==> config.mk <==
export PLATFORM = sky130hd
export DESIGN_NAME = audio_power_reset_control
export DESIGN_NICKNAME = d
export VERILOG_FILES = /design/src/pkg/audio_power_pkg.sv /design/src/audio_power_reset_control.sv /design/src/audio_reg_bank.sv
export SDC_FILE = /design/constraint.sdc
export NUM_CORES = 2
export LEC_CHECK = 0
export ABC_AREA = 1
export BUFFER_PORTS_ARGS = -buffer_cell sky130_fd_sc_hd__clkbuf_2
export CORE_ASPECT_RATIO = 0.75
export CORE_MARGIN = 5
export CORE_UTILIZATION = 69
export DETAILED_ROUTE_END_ITERATION = 12
export HOLD_SLACK_MARGIN = 0.03
export PLACE_DENSITY_LB_ADDON = 0.3
export SYNTH_ARGS = -nofsm -noshare
export SYNTH_HDL_FRONTEND = slang
export SYNTH_HIERARCHICAL = 1
export SYNTH_SLANG_ARGS = --single-unit
==> constraint.sdc <==
create_clock -name i_clock -period 5.23 [get_ports i_clock]
set_input_delay 0.7845 -clock i_clock [delete_from_list [all_inputs] [get_ports i_clock]]
set_output_delay 0.7845 -clock i_clock [all_outputs]
set_load 0.02 [all_outputs]
==> src/pkg/audio_power_pkg.sv <==
package audio_power_pkg;

    // ********************************************************************
    // register addresses
    // ********************************************************************
    localparam logic [15:0] CLOCK_CONFIG_ADDR = 16'ha037;
    localparam logic [15:0] CONTROL_ADDR = 16'ha038;
    localparam logic [15:0] DIGITAL_SUPPLY_ADDR = 16'ha06e;
    localparam logic [15:0] ANALOG_SUPPLY_ADDR = 16'ha06f;
    localparam logic [15:0] BANK_BASE_ADDR = 16'ha100;
    localparam int BANK_DEPTH = 240;

    // ********************************************************************
    // field positions and reset values
    // ********************************************************************
    localparam int CTRL_ENABLE_BIT = 0;
    localparam int CTRL_RESET_BIT = 1;
    localparam int CTRL_DMIC_MODE_BIT = 2;
    localparam int CTRL_DMIC_SEL_BIT = 3;
    localparam int CTRL_IN_RESET_BIT = 4;
    localparam int CTRL_POWERED_BIT = 5;
    localparam int CTRL_MIC_DATA_LSB = 6;
    localparam int SUPPLY_ON_BIT = 0;
    localparam logic [7:0] REG_RESET_VALUE = 8'h00;

    // ********************************************************************
    // timing
    // ********************************************************************
    localparam int CLOCK_HZ = 25000000;
    localparam int CLOCK_PERIOD_NS = 40;
    localparam int RESET_HOLD_NS = 1000;
    localparam int RESET_HOLD_CYCLES = (RESET_HOLD_NS + CLOCK_PERIOD_NS - 1) / CLOCK_PERIOD_NS;
    localparam int DMIC_CLOCK_HZ = 2500000;
    localparam int DMIC_HALF_CYCLES = CLOCK_HZ / (2 * DMIC_CLOCK_HZ);

    // ********************************************************************
    // types
    // ********************************************************************
    typedef struct packed {
        logic wr;
        logic rd;
        logic [15:0] addr;
        logic [7:0] wdata;
    } reg_req_t;

    typedef struct packed {
        logic left_mic_bias_en;
        logic right_mic_bias_en;
        logic digital_mic_clock;
        logic digital_mic_select;
    } mic_pins_t;

    typedef enum logic [1:0] {
        SEQ_OFF = 2'b00,
        SEQ_HOLD = 2'b01,
        SEQ_RUN = 2'b10
    } seq_state_t;

endpackage : audio_power_pkg

==> src/audio_power_reset_control.sv <==
`timescale 1ns/1ps
// Overview of operation
// - analog supply 3v3 switched by 0xa06f
// - digital supply 1v8 switched by 0xa06e
// - power-up holds audio reset, then releases
// - reset bit in 0xa038 restarts audio reset
// - enable bit in 0xa038; disabled means low power
// - disabled: clock stopped outside reset hold, registers locked, preserved
// - power removal discards the audio register bank; clock config and control bits survive
// - bias pins double as mic clock, select
// - positive mic inputs double as mic data
// - write-one bits clear or act on one
module audio_power_reset_control
    import audio_power_pkg::*;
#(
    parameter logic [15:0] RESET_HOLD = 16'(RESET_HOLD_CYCLES),
    parameter logic [7:0] DMIC_HALF = 8'(DMIC_HALF_CYCLES)
) (
    input wire logic i_clock,
    input wire logic i_rst,
    input audio_power_pkg::reg_req_t i_reg_req,
    input wire logic i_digital_mic_data_first,
    input wire logic i_digital_mic_data_second,
    output logic [7:0] o_reg_rdata,
    output logic o_analog_supply_3v3_en,
    output logic o_digital_supply_1v8_en,
    output logic [7:0] o_audio_clock_config,
    output logic o_audio_reset,
    output logic o_audio_clock_en,
    output audio_power_pkg::mic_pins_t o_mic_pins
);
    import audio_power_pkg::*;

    // ********************************************************************
    // state
    // ********************************************************************
    typedef struct packed {
        logic [7:0] clock_cfg;
        logic ctrl_enable;
        logic dmic_mode;
        logic dmic_sel;
        logic supply_1v8;
        logic supply_3v3;
        seq_state_t seq;
        logic [15:0] hold_cnt;
        logic [7:0] div_cnt;
        logic dmic_clk;
        logic [1:0] sync1;
        logic [1:0] sync2;
        logic [1:0] sync3;
        logic [1:0] mic_filt;
        logic [1:0] mic_data;
        logic [7:0] rdata;
        logic audio_reset;
        logic audio_clk_en;
        mic_pins_t pins;
    } ctrl_state_t;

    localparam ctrl_state_t STATE_RESET = '{
        clock_cfg: REG_RESET_VALUE,
        seq: SEQ_OFF,
        audio_reset: 1'b1,
        default: '0
    };

    ctrl_state_t state_r;
    ctrl_state_t state_nxt;
    logic [7:0] bank_rdata;
    logic bank_wr;
    logic bank_clear;

    function automatic logic in_bank(input logic [15:0] addr);
        return addr >= BANK_BASE_ADDR && addr < BANK_BASE_ADDR + 16'(BANK_DEPTH);
    endfunction : in_bank

    function automatic logic [7:0] bank_index(input logic [15:0] addr);
        return 8'(addr - BANK_BASE_ADDR);
    endfunction : bank_index

    // ********************************************************************
    // audio register bank
    // ********************************************************************
    audio_reg_bank #(
        .DEPTH(BANK_DEPTH)
    ) u_bank (
        .i_clock(i_clock),
        .i_rst(i_rst),
        .i_clear(bank_clear),
        .i_wr_en(bank_wr),
        .i_index(bank_index(i_reg_req.addr)),
        .i_wdata(i_reg_req.wdata),
        .o_rdata(bank_rdata)
    );

    // ********************************************************************
    // next state
    // ********************************************************************
    logic powered;
    logic access_ok;
    logic reset_req;
    logic [7:0] ctrl_view;

    always_comb begin
        state_nxt = state_r;
        powered = state_r.supply_1v8 && state_r.supply_3v3;
        // only a running, enabled, powered audio block takes bank accesses
        access_ok = state_r.seq == SEQ_RUN && state_r.ctrl_enable;
        reset_req = i_reg_req.wr && i_reg_req.addr == CONTROL_ADDR
            && i_reg_req.wdata[CTRL_RESET_BIT];
        bank_wr = i_reg_req.wr && in_bank(i_reg_req.addr) && access_ok;
        bank_clear = state_r.seq != SEQ_RUN;
        ctrl_view = '0;
        ctrl_view[CTRL_ENABLE_BIT] = state_r.ctrl_enable;
        ctrl_view[CTRL_DMIC_MODE_BIT] = state_r.dmic_mode;
        ctrl_view[CTRL_DMIC_SEL_BIT] = state_r.dmic_sel;
        ctrl_view[CTRL_IN_RESET_BIT] = state_r.audio_reset;
        ctrl_view[CTRL_POWERED_BIT] = powered;
        ctrl_view[CTRL_MIC_DATA_LSB +: 2] = state_r.mic_data;

        if (i_reg_req.wr) begin
            case (i_reg_req.addr)
                CLOCK_CONFIG_ADDR: begin
                    // must be set before the supplies come up
                    state_nxt.clock_cfg = i_reg_req.wdata;
                end
                CONTROL_ADDR: begin
                    state_nxt.ctrl_enable = i_reg_req.wdata[CTRL_ENABLE_BIT];
                    state_nxt.dmic_mode = i_reg_req.wdata[CTRL_DMIC_MODE_BIT];
                    state_nxt.dmic_sel = i_reg_req.wdata[CTRL_DMIC_SEL_BIT];
                end
                DIGITAL_SUPPLY_ADDR: begin
                    state_nxt.supply_1v8 = i_reg_req.wdata[SUPPLY_ON_BIT];
                end
                ANALOG_SUPPLY_ADDR: begin
                    state_nxt.supply_3v3 = i_reg_req.wdata[SUPPLY_ON_BIT];
                end
                default: begin
                end
            endcase
        end

        // ****************************************************************
        // reset sequencer
        // ****************************************************************
        case (state_r.seq)
            SEQ_OFF: begin
                state_nxt.hold_cnt = '0;
                if (powered) begin
                    state_nxt.seq = SEQ_HOLD;
                end
            end
            SEQ_HOLD: begin
                if (!powered) begin
                    state_nxt.seq = SEQ_OFF;
                end else if (reset_req) begin
                    state_nxt.hold_cnt = '0;
                end else if (state_r.hold_cnt >= RESET_HOLD - 16'd1) begin
                    state_nxt.seq = SEQ_RUN;
                end else begin
                    state_nxt.hold_cnt = state_r.hold_cnt + 16'd1;
                end
            end
            SEQ_RUN: begin
                if (!powered) begin
                    state_nxt.seq = SEQ_OFF;
                end else if (reset_req) begin
                    state_nxt.seq = SEQ_HOLD;
                    state_nxt.hold_cnt = '0;
                end
            end
            default: begin
                state_nxt.seq = SEQ_OFF;
            end
        endcase
        state_nxt.audio_reset = state_nxt.seq != SEQ_RUN;
        // clock runs during the reset hold so the logic really resets
        state_nxt.audio_clk_en = state_nxt.seq == SEQ_HOLD
            || (state_nxt.seq == SEQ_RUN && state_nxt.ctrl_enable);

        // ****************************************************************
        // digital microphone clock and data
        // ****************************************************************
        state_nxt.sync1 = {i_digital_mic_data_second, i_digital_mic_data_first};
        state_nxt.sync2 = state_r.sync1;
        state_nxt.sync3 = state_r.sync2;
        for (int i = 0; i < 2; i++) begin
            if (state_r.sync2[i] == state_r.sync3[i]) begin
                state_nxt.mic_filt[i] = state_r.sync3[i];
            end
        end
        if (state_r.audio_clk_en && state_r.dmic_mode && !state_r.audio_reset) begin
            if (state_r.div_cnt >= DMIC_HALF - 8'd1) begin
                state_nxt.div_cnt = '0;
                state_nxt.dmic_clk = !state_r.dmic_clk;
                // sample on the rising edge of the outgoing mic clock
                if (!state_r.dmic_clk) begin
                    state_nxt.mic_data = state_r.mic_filt;
                end
            end else begin
                state_nxt.div_cnt = state_r.div_cnt + 8'd1;
            end
        end else begin
            state_nxt.div_cnt = '0;
            state_nxt.dmic_clk = 1'b0;
        end
        // bias and digital functions never drive a pin at once
        state_nxt.pins.left_mic_bias_en = state_nxt.audio_clk_en && !state_nxt.dmic_mode;
        state_nxt.pins.right_mic_bias_en = state_nxt.audio_clk_en && !state_nxt.dmic_mode;
        state_nxt.pins.digital_mic_clock = state_nxt.dmic_mode && state_nxt.dmic_clk;
        state_nxt.pins.digital_mic_select = state_nxt.dmic_mode && state_nxt.dmic_sel;

        // ****************************************************************
        // register read
        // ****************************************************************
        if (i_reg_req.rd) begin
            case (i_reg_req.addr)
                CLOCK_CONFIG_ADDR: state_nxt.rdata = state_r.clock_cfg;
                CONTROL_ADDR: state_nxt.rdata = ctrl_view;
                DIGITAL_SUPPLY_ADDR: state_nxt.rdata = {7'h00, state_r.supply_1v8};
                ANALOG_SUPPLY_ADDR: state_nxt.rdata = {7'h00, state_r.supply_3v3};
                default: begin
                    state_nxt.rdata = (in_bank(i_reg_req.addr) && access_ok)
                        ? bank_rdata : 8'h00;
                end
            endcase
        end
    end

    always_ff @(posedge i_clock) begin
        if (i_rst) begin
            state_r <= STATE_RESET;
        end else begin
            state_r <= state_nxt;
        end
    end

    // ********************************************************************
    // outputs
    // ********************************************************************
    assign o_reg_rdata = state_r.rdata;
    assign o_analog_supply_3v3_en = state_r.supply_3v3;
    assign o_digital_supply_1v8_en = state_r.supply_1v8;
    assign o_audio_clock_config = state_r.clock_cfg;
    assign o_audio_reset = state_r.audio_reset;
    assign o_audio_clock_en = state_r.audio_clk_en;
    assign o_mic_pins = state_r.pins;
endmodule : audio_power_reset_control

==> src/audio_reg_bank.sv <==
`timescale 1ns/1ps
module audio_reg_bank #(
    parameter int DEPTH = 240
) (
    input wire logic i_clock,
    input wire logic i_rst,
    input wire logic i_clear,
    input wire logic i_wr_en,
    input wire logic [7:0] i_index,
    input wire logic [7:0] i_wdata,
    output logic [7:0] o_rdata
);
    import audio_power_pkg::*;

    typedef struct packed {
        logic [DEPTH-1:0][7:0] mem;
    } bank_state_t;

    bank_state_t state_r;
    bank_state_t state_nxt;
    logic in_range;

    assign in_range = 32'(i_index) < DEPTH;
    assign o_rdata = in_range ? state_r.mem[i_index] : 8'h00;

    always_comb begin
        state_nxt = state_r;
        // contents are volatile: lost whenever the audio logic is unpowered or reset
        if (i_clear) begin
            state_nxt = '0;
        end else if (i_wr_en && in_range) begin
            state_nxt.mem[i_index] = i_wdata;
        end
    end

    always_ff @(posedge i_clock) begin
        if (i_rst) begin
            state_r <= '0;
        end else begin
            state_r <= state_nxt;
        end
    end
endmodule : audio_reg_bank

==> After elaboration in Yosys (flattened, before gate mapping) <==
Index checks and enable logic that the tools add are counted.
{ "word_totals": {"reg_bits": 1983, "latchBits": 0, "ramBits": 0, "rom_bits": 0, "inputBits": 30, "output_inout_bits": 24, "n_memories": 0} }
{ "op_classes": {"n_addsub": 3, "multipliers": 0, "div": 0, "magnitude_cmp": 7, "eq_ne": 16, "shift": 0, "mux": 26, "bitwise_logic": 2, "reduce_logical": 29} }
{ "op_table": {"columns": ["op", "n"], "rows": [
  ["1920-bit bitwise mux", 1],
  ["8-bit binary-select mux with 8-bit select", 1],
  ["8-bit demux with 8-bit select", 1],
  ["16-bit == test (second input constant)", 4],
  ["16-bit 2-to-1 mux", 4],
  ["16-bit one-hot mux with 3 select lines", 1],
  ["8-bit 2-to-1 mux", 4],
  ["8-bit one-hot mux with 4 select lines", 1],
  ["18-bit 2-to-1 mux", 1],
  ["16-bit by 1-bit adder with 16-bit output (second input constant)", 1],
  ["16-bit >= comparator (second input constant)", 1],
  ["16-bit by 5-bit >= comparator with 1-bit output (second input constant)", 1],
  ["1-bit logical AND", 16],
  ["16-bit less-than comparator (second input constant)", 1],
  ["2-bit 2-to-1 mux", 5],
  ["2-bit != test (second input constant)", 5],
  ["8-bit by 9-bit less-than comparator with 1-bit output (second input constant)", 1],
  ["8-bit by 1-bit adder with 8-bit output (second input constant)", 1],
  ["8-bit by 1-bit >= comparator with 1-bit output (second input constant)", 1],
  ["8-bit by 3-bit >= comparator with 1-bit output (second input constant)", 1],
  ["8-bit less-than comparator (second input constant)", 1],
  ["8-bit by 1-bit subtractor with 8-bit output (second input constant)", 1],
  ["2-bit one-hot mux with 3 select lines", 1],
  ["2-bit AND reduction", 3],
  ["16 further kinds", 25]
]} }

==> Logic depth before layout (Yosys ltp) <==
{ "logic_depth": {"depth_word": 10, "depth_mapped": 21, "depth_no_buf": 17} }

==> By module <==
The synthesis kept the hierarchy.
{ "modules_own_cells": {"columns": ["mod", "n_inst", "cells_each", "area_each_um2"], "rows": [
  ["audio_reg_bank", 1, 13521, 88566.2],
  ["audio_power_reset_control", 1, 372, 2871.5]
]} }

==> Worst setup path before layout <==
Ideal clock, no wire load.
{ "synth_timing": {"path_kind": "input to register", "from": "in i_reg_req[19] (netlist bit)", "to": "reg u_bank/state_r[248] (netlist bit)", "arrival_time_ns": 2.952, "required_ns": 5.098, "setup_slack_ns": 2.146, "stages": 14, "cell_sequence": "nor2_2 inv_1 nor4_2 nand2_1 nor2_1 o21ai_1 inv_2 buf_2 nand3_2 buf_4 nor2_2 inv_1 nor2_1 nor3_1"} }
{ "synth_between": {"elab_chain_len": 5, "word_cells_on_any_way": 6, "classes_between": "order compare: 2; reduce/logical: 4"} }
{ "synth_lines": {"columns": ["item", "line_no", "source"], "rows": [
  ["start: declaration", "audio_power_reset_control.sv:21", "input audio_power_pkg::reg_req_t i_reg_req,"],
  ["16-bit >= comparator or 16-bit less-than comparator (tied branches)", "audio_power_reset_control.sv:73", "return addr >= BANK_BASE_ADDR && addr < BANK_BASE_ADDR + 16'(BANK_DEPTH);"],
  ["1-bit logical AND *", "audio_power_reset_control.sv:73", null],
  ["1-bit logical AND * (2 in a row)", "audio_power_reset_control.sv:110", "bank_wr = i_reg_req.wr && in_bank(i_reg_req.addr) && access_ok;"],
  ["via bank_wr", "audio_power_reset_control.sv:69", "logic bank_wr;"],
  ["1-bit logical AND *", "audio_reg_bank.sv:31", "end else if (i_wr_en && in_range) begin"],
  ["end signal: assignment", "audio_reg_bank.sv:40", "state_r <= state_nxt;"],
  ["end: declaration", "audio_reg_bank.sv:19", "bank_state_t state_r;"]
]} }
The timed path passes the listed nets; every way through them passes the cells marked *.
A chain may end at the register's enable or synchronous reset.

==> flow_summary.toml <==
[status]
status = "finished clean"

[yosys]
synth_edf_count = 0
synth.most_common_cell = "nand2_1"
ys_top_cells_by_area = "dfxtp_1 (43%), nand2_1 (22%), a211oi_1 (9.1%), nor2_1 (6.3%), inv_1 (5.3%)"
async_reset_ff_frac = 0
seq_area_frac_synth = 0.4342
ys_ff_latch = 1983
synthDominantCellAreaShare = 0.4342
syn_avg_cell_area_um2 = 6.582
synth_top_area_cell = "dfxtp_1"
syn_inst = 13890
yosysWarnings = 6
yosysUniqueCellTypes = 41
synth.top_cells.by_count = "nand2_1 (5355), dfxtp_1 (1983), nor2_1 (1532), inv_1 (1280), a211oi_1 (1103)"
syn_area_um2 = 91440
ys.flop_type = "dfxtp_1"

[setup_path]
crit_type = "reg2reg"
crit_path_start_kind = "register"
r2r_end = "u_bank/state_r[76]"
arrival_ns = 5.20
startpoint = "state_r[49]"
r2r_cells = 13
endpoint_kind = "register"
crit_end = "u_bank/state_r[76]"
rrSetupSlack_ns = 0.71
crit_required_ns = 5.91
cp_max_fo = 16
regToRegStartpoint = "state_r[49]"

[routing]
wl_um = 305000
route.detailed.drc = 0
wire_per_inst_um = 19.99
vias = 92410
routed_via_density = 6.056
dr.first_iter.drc_count = 14550
first_pass_iters = 11
route.antenna.remaining_nets = 0

[job]
cap_violations = 0

[global_route]
grt_pass1_wl_um = 467700
grt_use_total = 0.4131
grt_pass1_vias = 83970
grt_max_degree = 188
antenna_found_initial = 14
overflow = 0

[clock_network]
clk_path_buf_depth = 3
post_cts_resized = 0
worstSkewPairLatency_ns = 0.86
htree_levels = 4
cts_root_buffer = "clkbuf_16"
cts_hold_buf = 0
cts_tree = "yes"
path_clk_slew_ns = 0.07
clock_sinks = 1983
cts_made_buffers = 183
postCtsSetupBuffers = 0

[cells_and_area]
n_fill_cell = 9965
final_area_um2 = 98310
final_nets = 13380
drive_gt1_frac = 0.04966
area_delta_synth_final_pct = 7.516

[timing]
slew_violations = 0
max_freq_mhz = 221.3
worst_slew_pin_slew_ns = 1.205
fin_crit_ns = 4.518
setup_viol = 0
clock_skew_ns = 0.02743
hold_viol = 0
relSlewSlack = 0.1918
rsz0062_at_grt = "no"
setup_tns_ns = 0
whs_ns = 0.1580
finalCritPeriodShare = 0.8638

[place]
dp_hpwl_um = 186000
place_congestion = 0.9723
port_buffers = 53
place_area_um2 = 91960

[floorplan]
core-area_um2 = 131400
die_h_um = 325.3
ios = 54
rows = 115
die_x_um = 430.3
initial_core_util = 0.6960
die_area_um2 = 140000

[power_and_ir_drop]
p_per_area_nw_per_um2 = 308.6
leakagePower_nw = 35.39
finalPower_mw = 30.34
ir_worst_vdd_mv = 0.2993

[hold_path]
hold_class = "in2reg"
## power by group
part	total [mW]	internal, mW	leakage [nW]	switching, mW
sequential	15.1	15.1	16.0	0.00544
combinational	1.07	0.120	16.3	0.951
clock	14.2	8.12	3.11	6.05
## critical path, stage by stage, from the launching register on
cell and delay, ns:
dfxtp_1 0.35, inv_1 0.14, ha_1 0.23, nand4_1 0.23
a31oi_1 0.58, nand2_1 0.11, nor2_1 0.31, o21ai_1 0.18
inv_2 0.32, nand2_2 0.41, inv_2 0.59, nand2_1 0.52
nor2_1 0.28, a211oi_1 0.09
## state kept, by name, summed over array words and instances, names as in the netlist
| register | count |
|---|---|
| state_nxt | 4 |
| o_audio_clock_config | 8 |
| o_digital_supply_1v8_en | 1 |
| o_reg_rdata | 8 |
| o_audio_reset | 1 |
| ctrl_view | 5 |
| state_r | 31 |
| u_bank/state_r | 1920 |
| o_analog_supply_3v3_en | 1 |
| o_audio_clock_en | 1 |
| o_mic_pins | 3 |
## cell type report
cell class | count | area [um^2] | share of cell area
Antenna cell | 11 | 27.53 | 0.0002800
Clock buffer | 277 | 5550 | 0.05646
Clock inverter | 61 | 772.0 | 0.007853
Inverter | 1313 | 4950 | 0.05035
Multi-Input combinational cell | 9645 | 42900 | 0.4364
Sequential cell | 1983 | 39700 | 0.4038
Tap cell | 1755 | 2196 | 0.02234
Timing Repair Buffer | 214 | 2212 | 0.02250
## how the worst min path moves through the flow
stage	from	to	slack [ns]	depth (start not counted)
floorplan	state_nxt[20]	state_nxt[18]	0.39	2
finish	i_digital_mic_data_second	state_nxt[21]	0.16	3
global route	i_digital_mic_data_second	state_nxt[21]	0.15	3
CTS	i_digital_mic_data_second	state_nxt[21]	0.13	3
detailed placement	state_nxt[21]	state_nxt[19]	0.41	2
global placement	state_nxt[21]	state_nxt[19]	0.40	2
## layer usage
| metal | track usage | vias to the layer above | wire (um) |
|---|---|---|---|
| met4 | 0.1932 | 8 | 15210 |
| li1 | - | 42700 | - |
| met1 | 0.5702 | 42290 | 120000 |
| met5 | 0 | - | 48 |
| met3 | 0.1369 | 1005 | 46550 |
| met2 | 0.5832 | 6408 | 123200 |
## metrics by stage
stage / cells / util / setup slack (ns)
2_1_floorplan: 13900 / - / 2.146
3_3_place_gp: 14910 / 0.7000 / 0.8889
3_5_place_dp: 14910 / 0.7000 / 0.8511
4_1_cts: 15250 / 0.7481 / 1.066
5_1_grt: 15250 / 0.7482 / 0.6737
6_report: 15260 / 0.7484 / 0.7121
## logic make-up after synthesis
kind of cell | count (synthesis) | share of synthesized area
buf+inv | 2269 | 0.09719
flops | 1983 | 0.4342
fa+ha+maj | 8 | 0.001095
xor+xnor | 2 | 0.0001916
other cells | 1 | 0.00004101
compound gates | 2372 | 0.1612
simple gates | 7258 | 0.3061
## cells in the final DEF (no fill, tap or decap), types with 30 or more instances in the layout
cell type,count
a211oi_1,1103
a21oi_1,837
buf_12,51
buf_4,110
clkbuf_1,39
clkbuf_16,189
clkbuf_2,43
clkbuf_8,49
clkinv_2,30
dfxtp_1,1983
inv_1,1278
nand2_1,5355
nand3_1,99
nand4_1,57
nor2_1,1528
nor2_2,94
nor3_1,90
o21ai_0,392
Power figures use the tool's default switching activity.
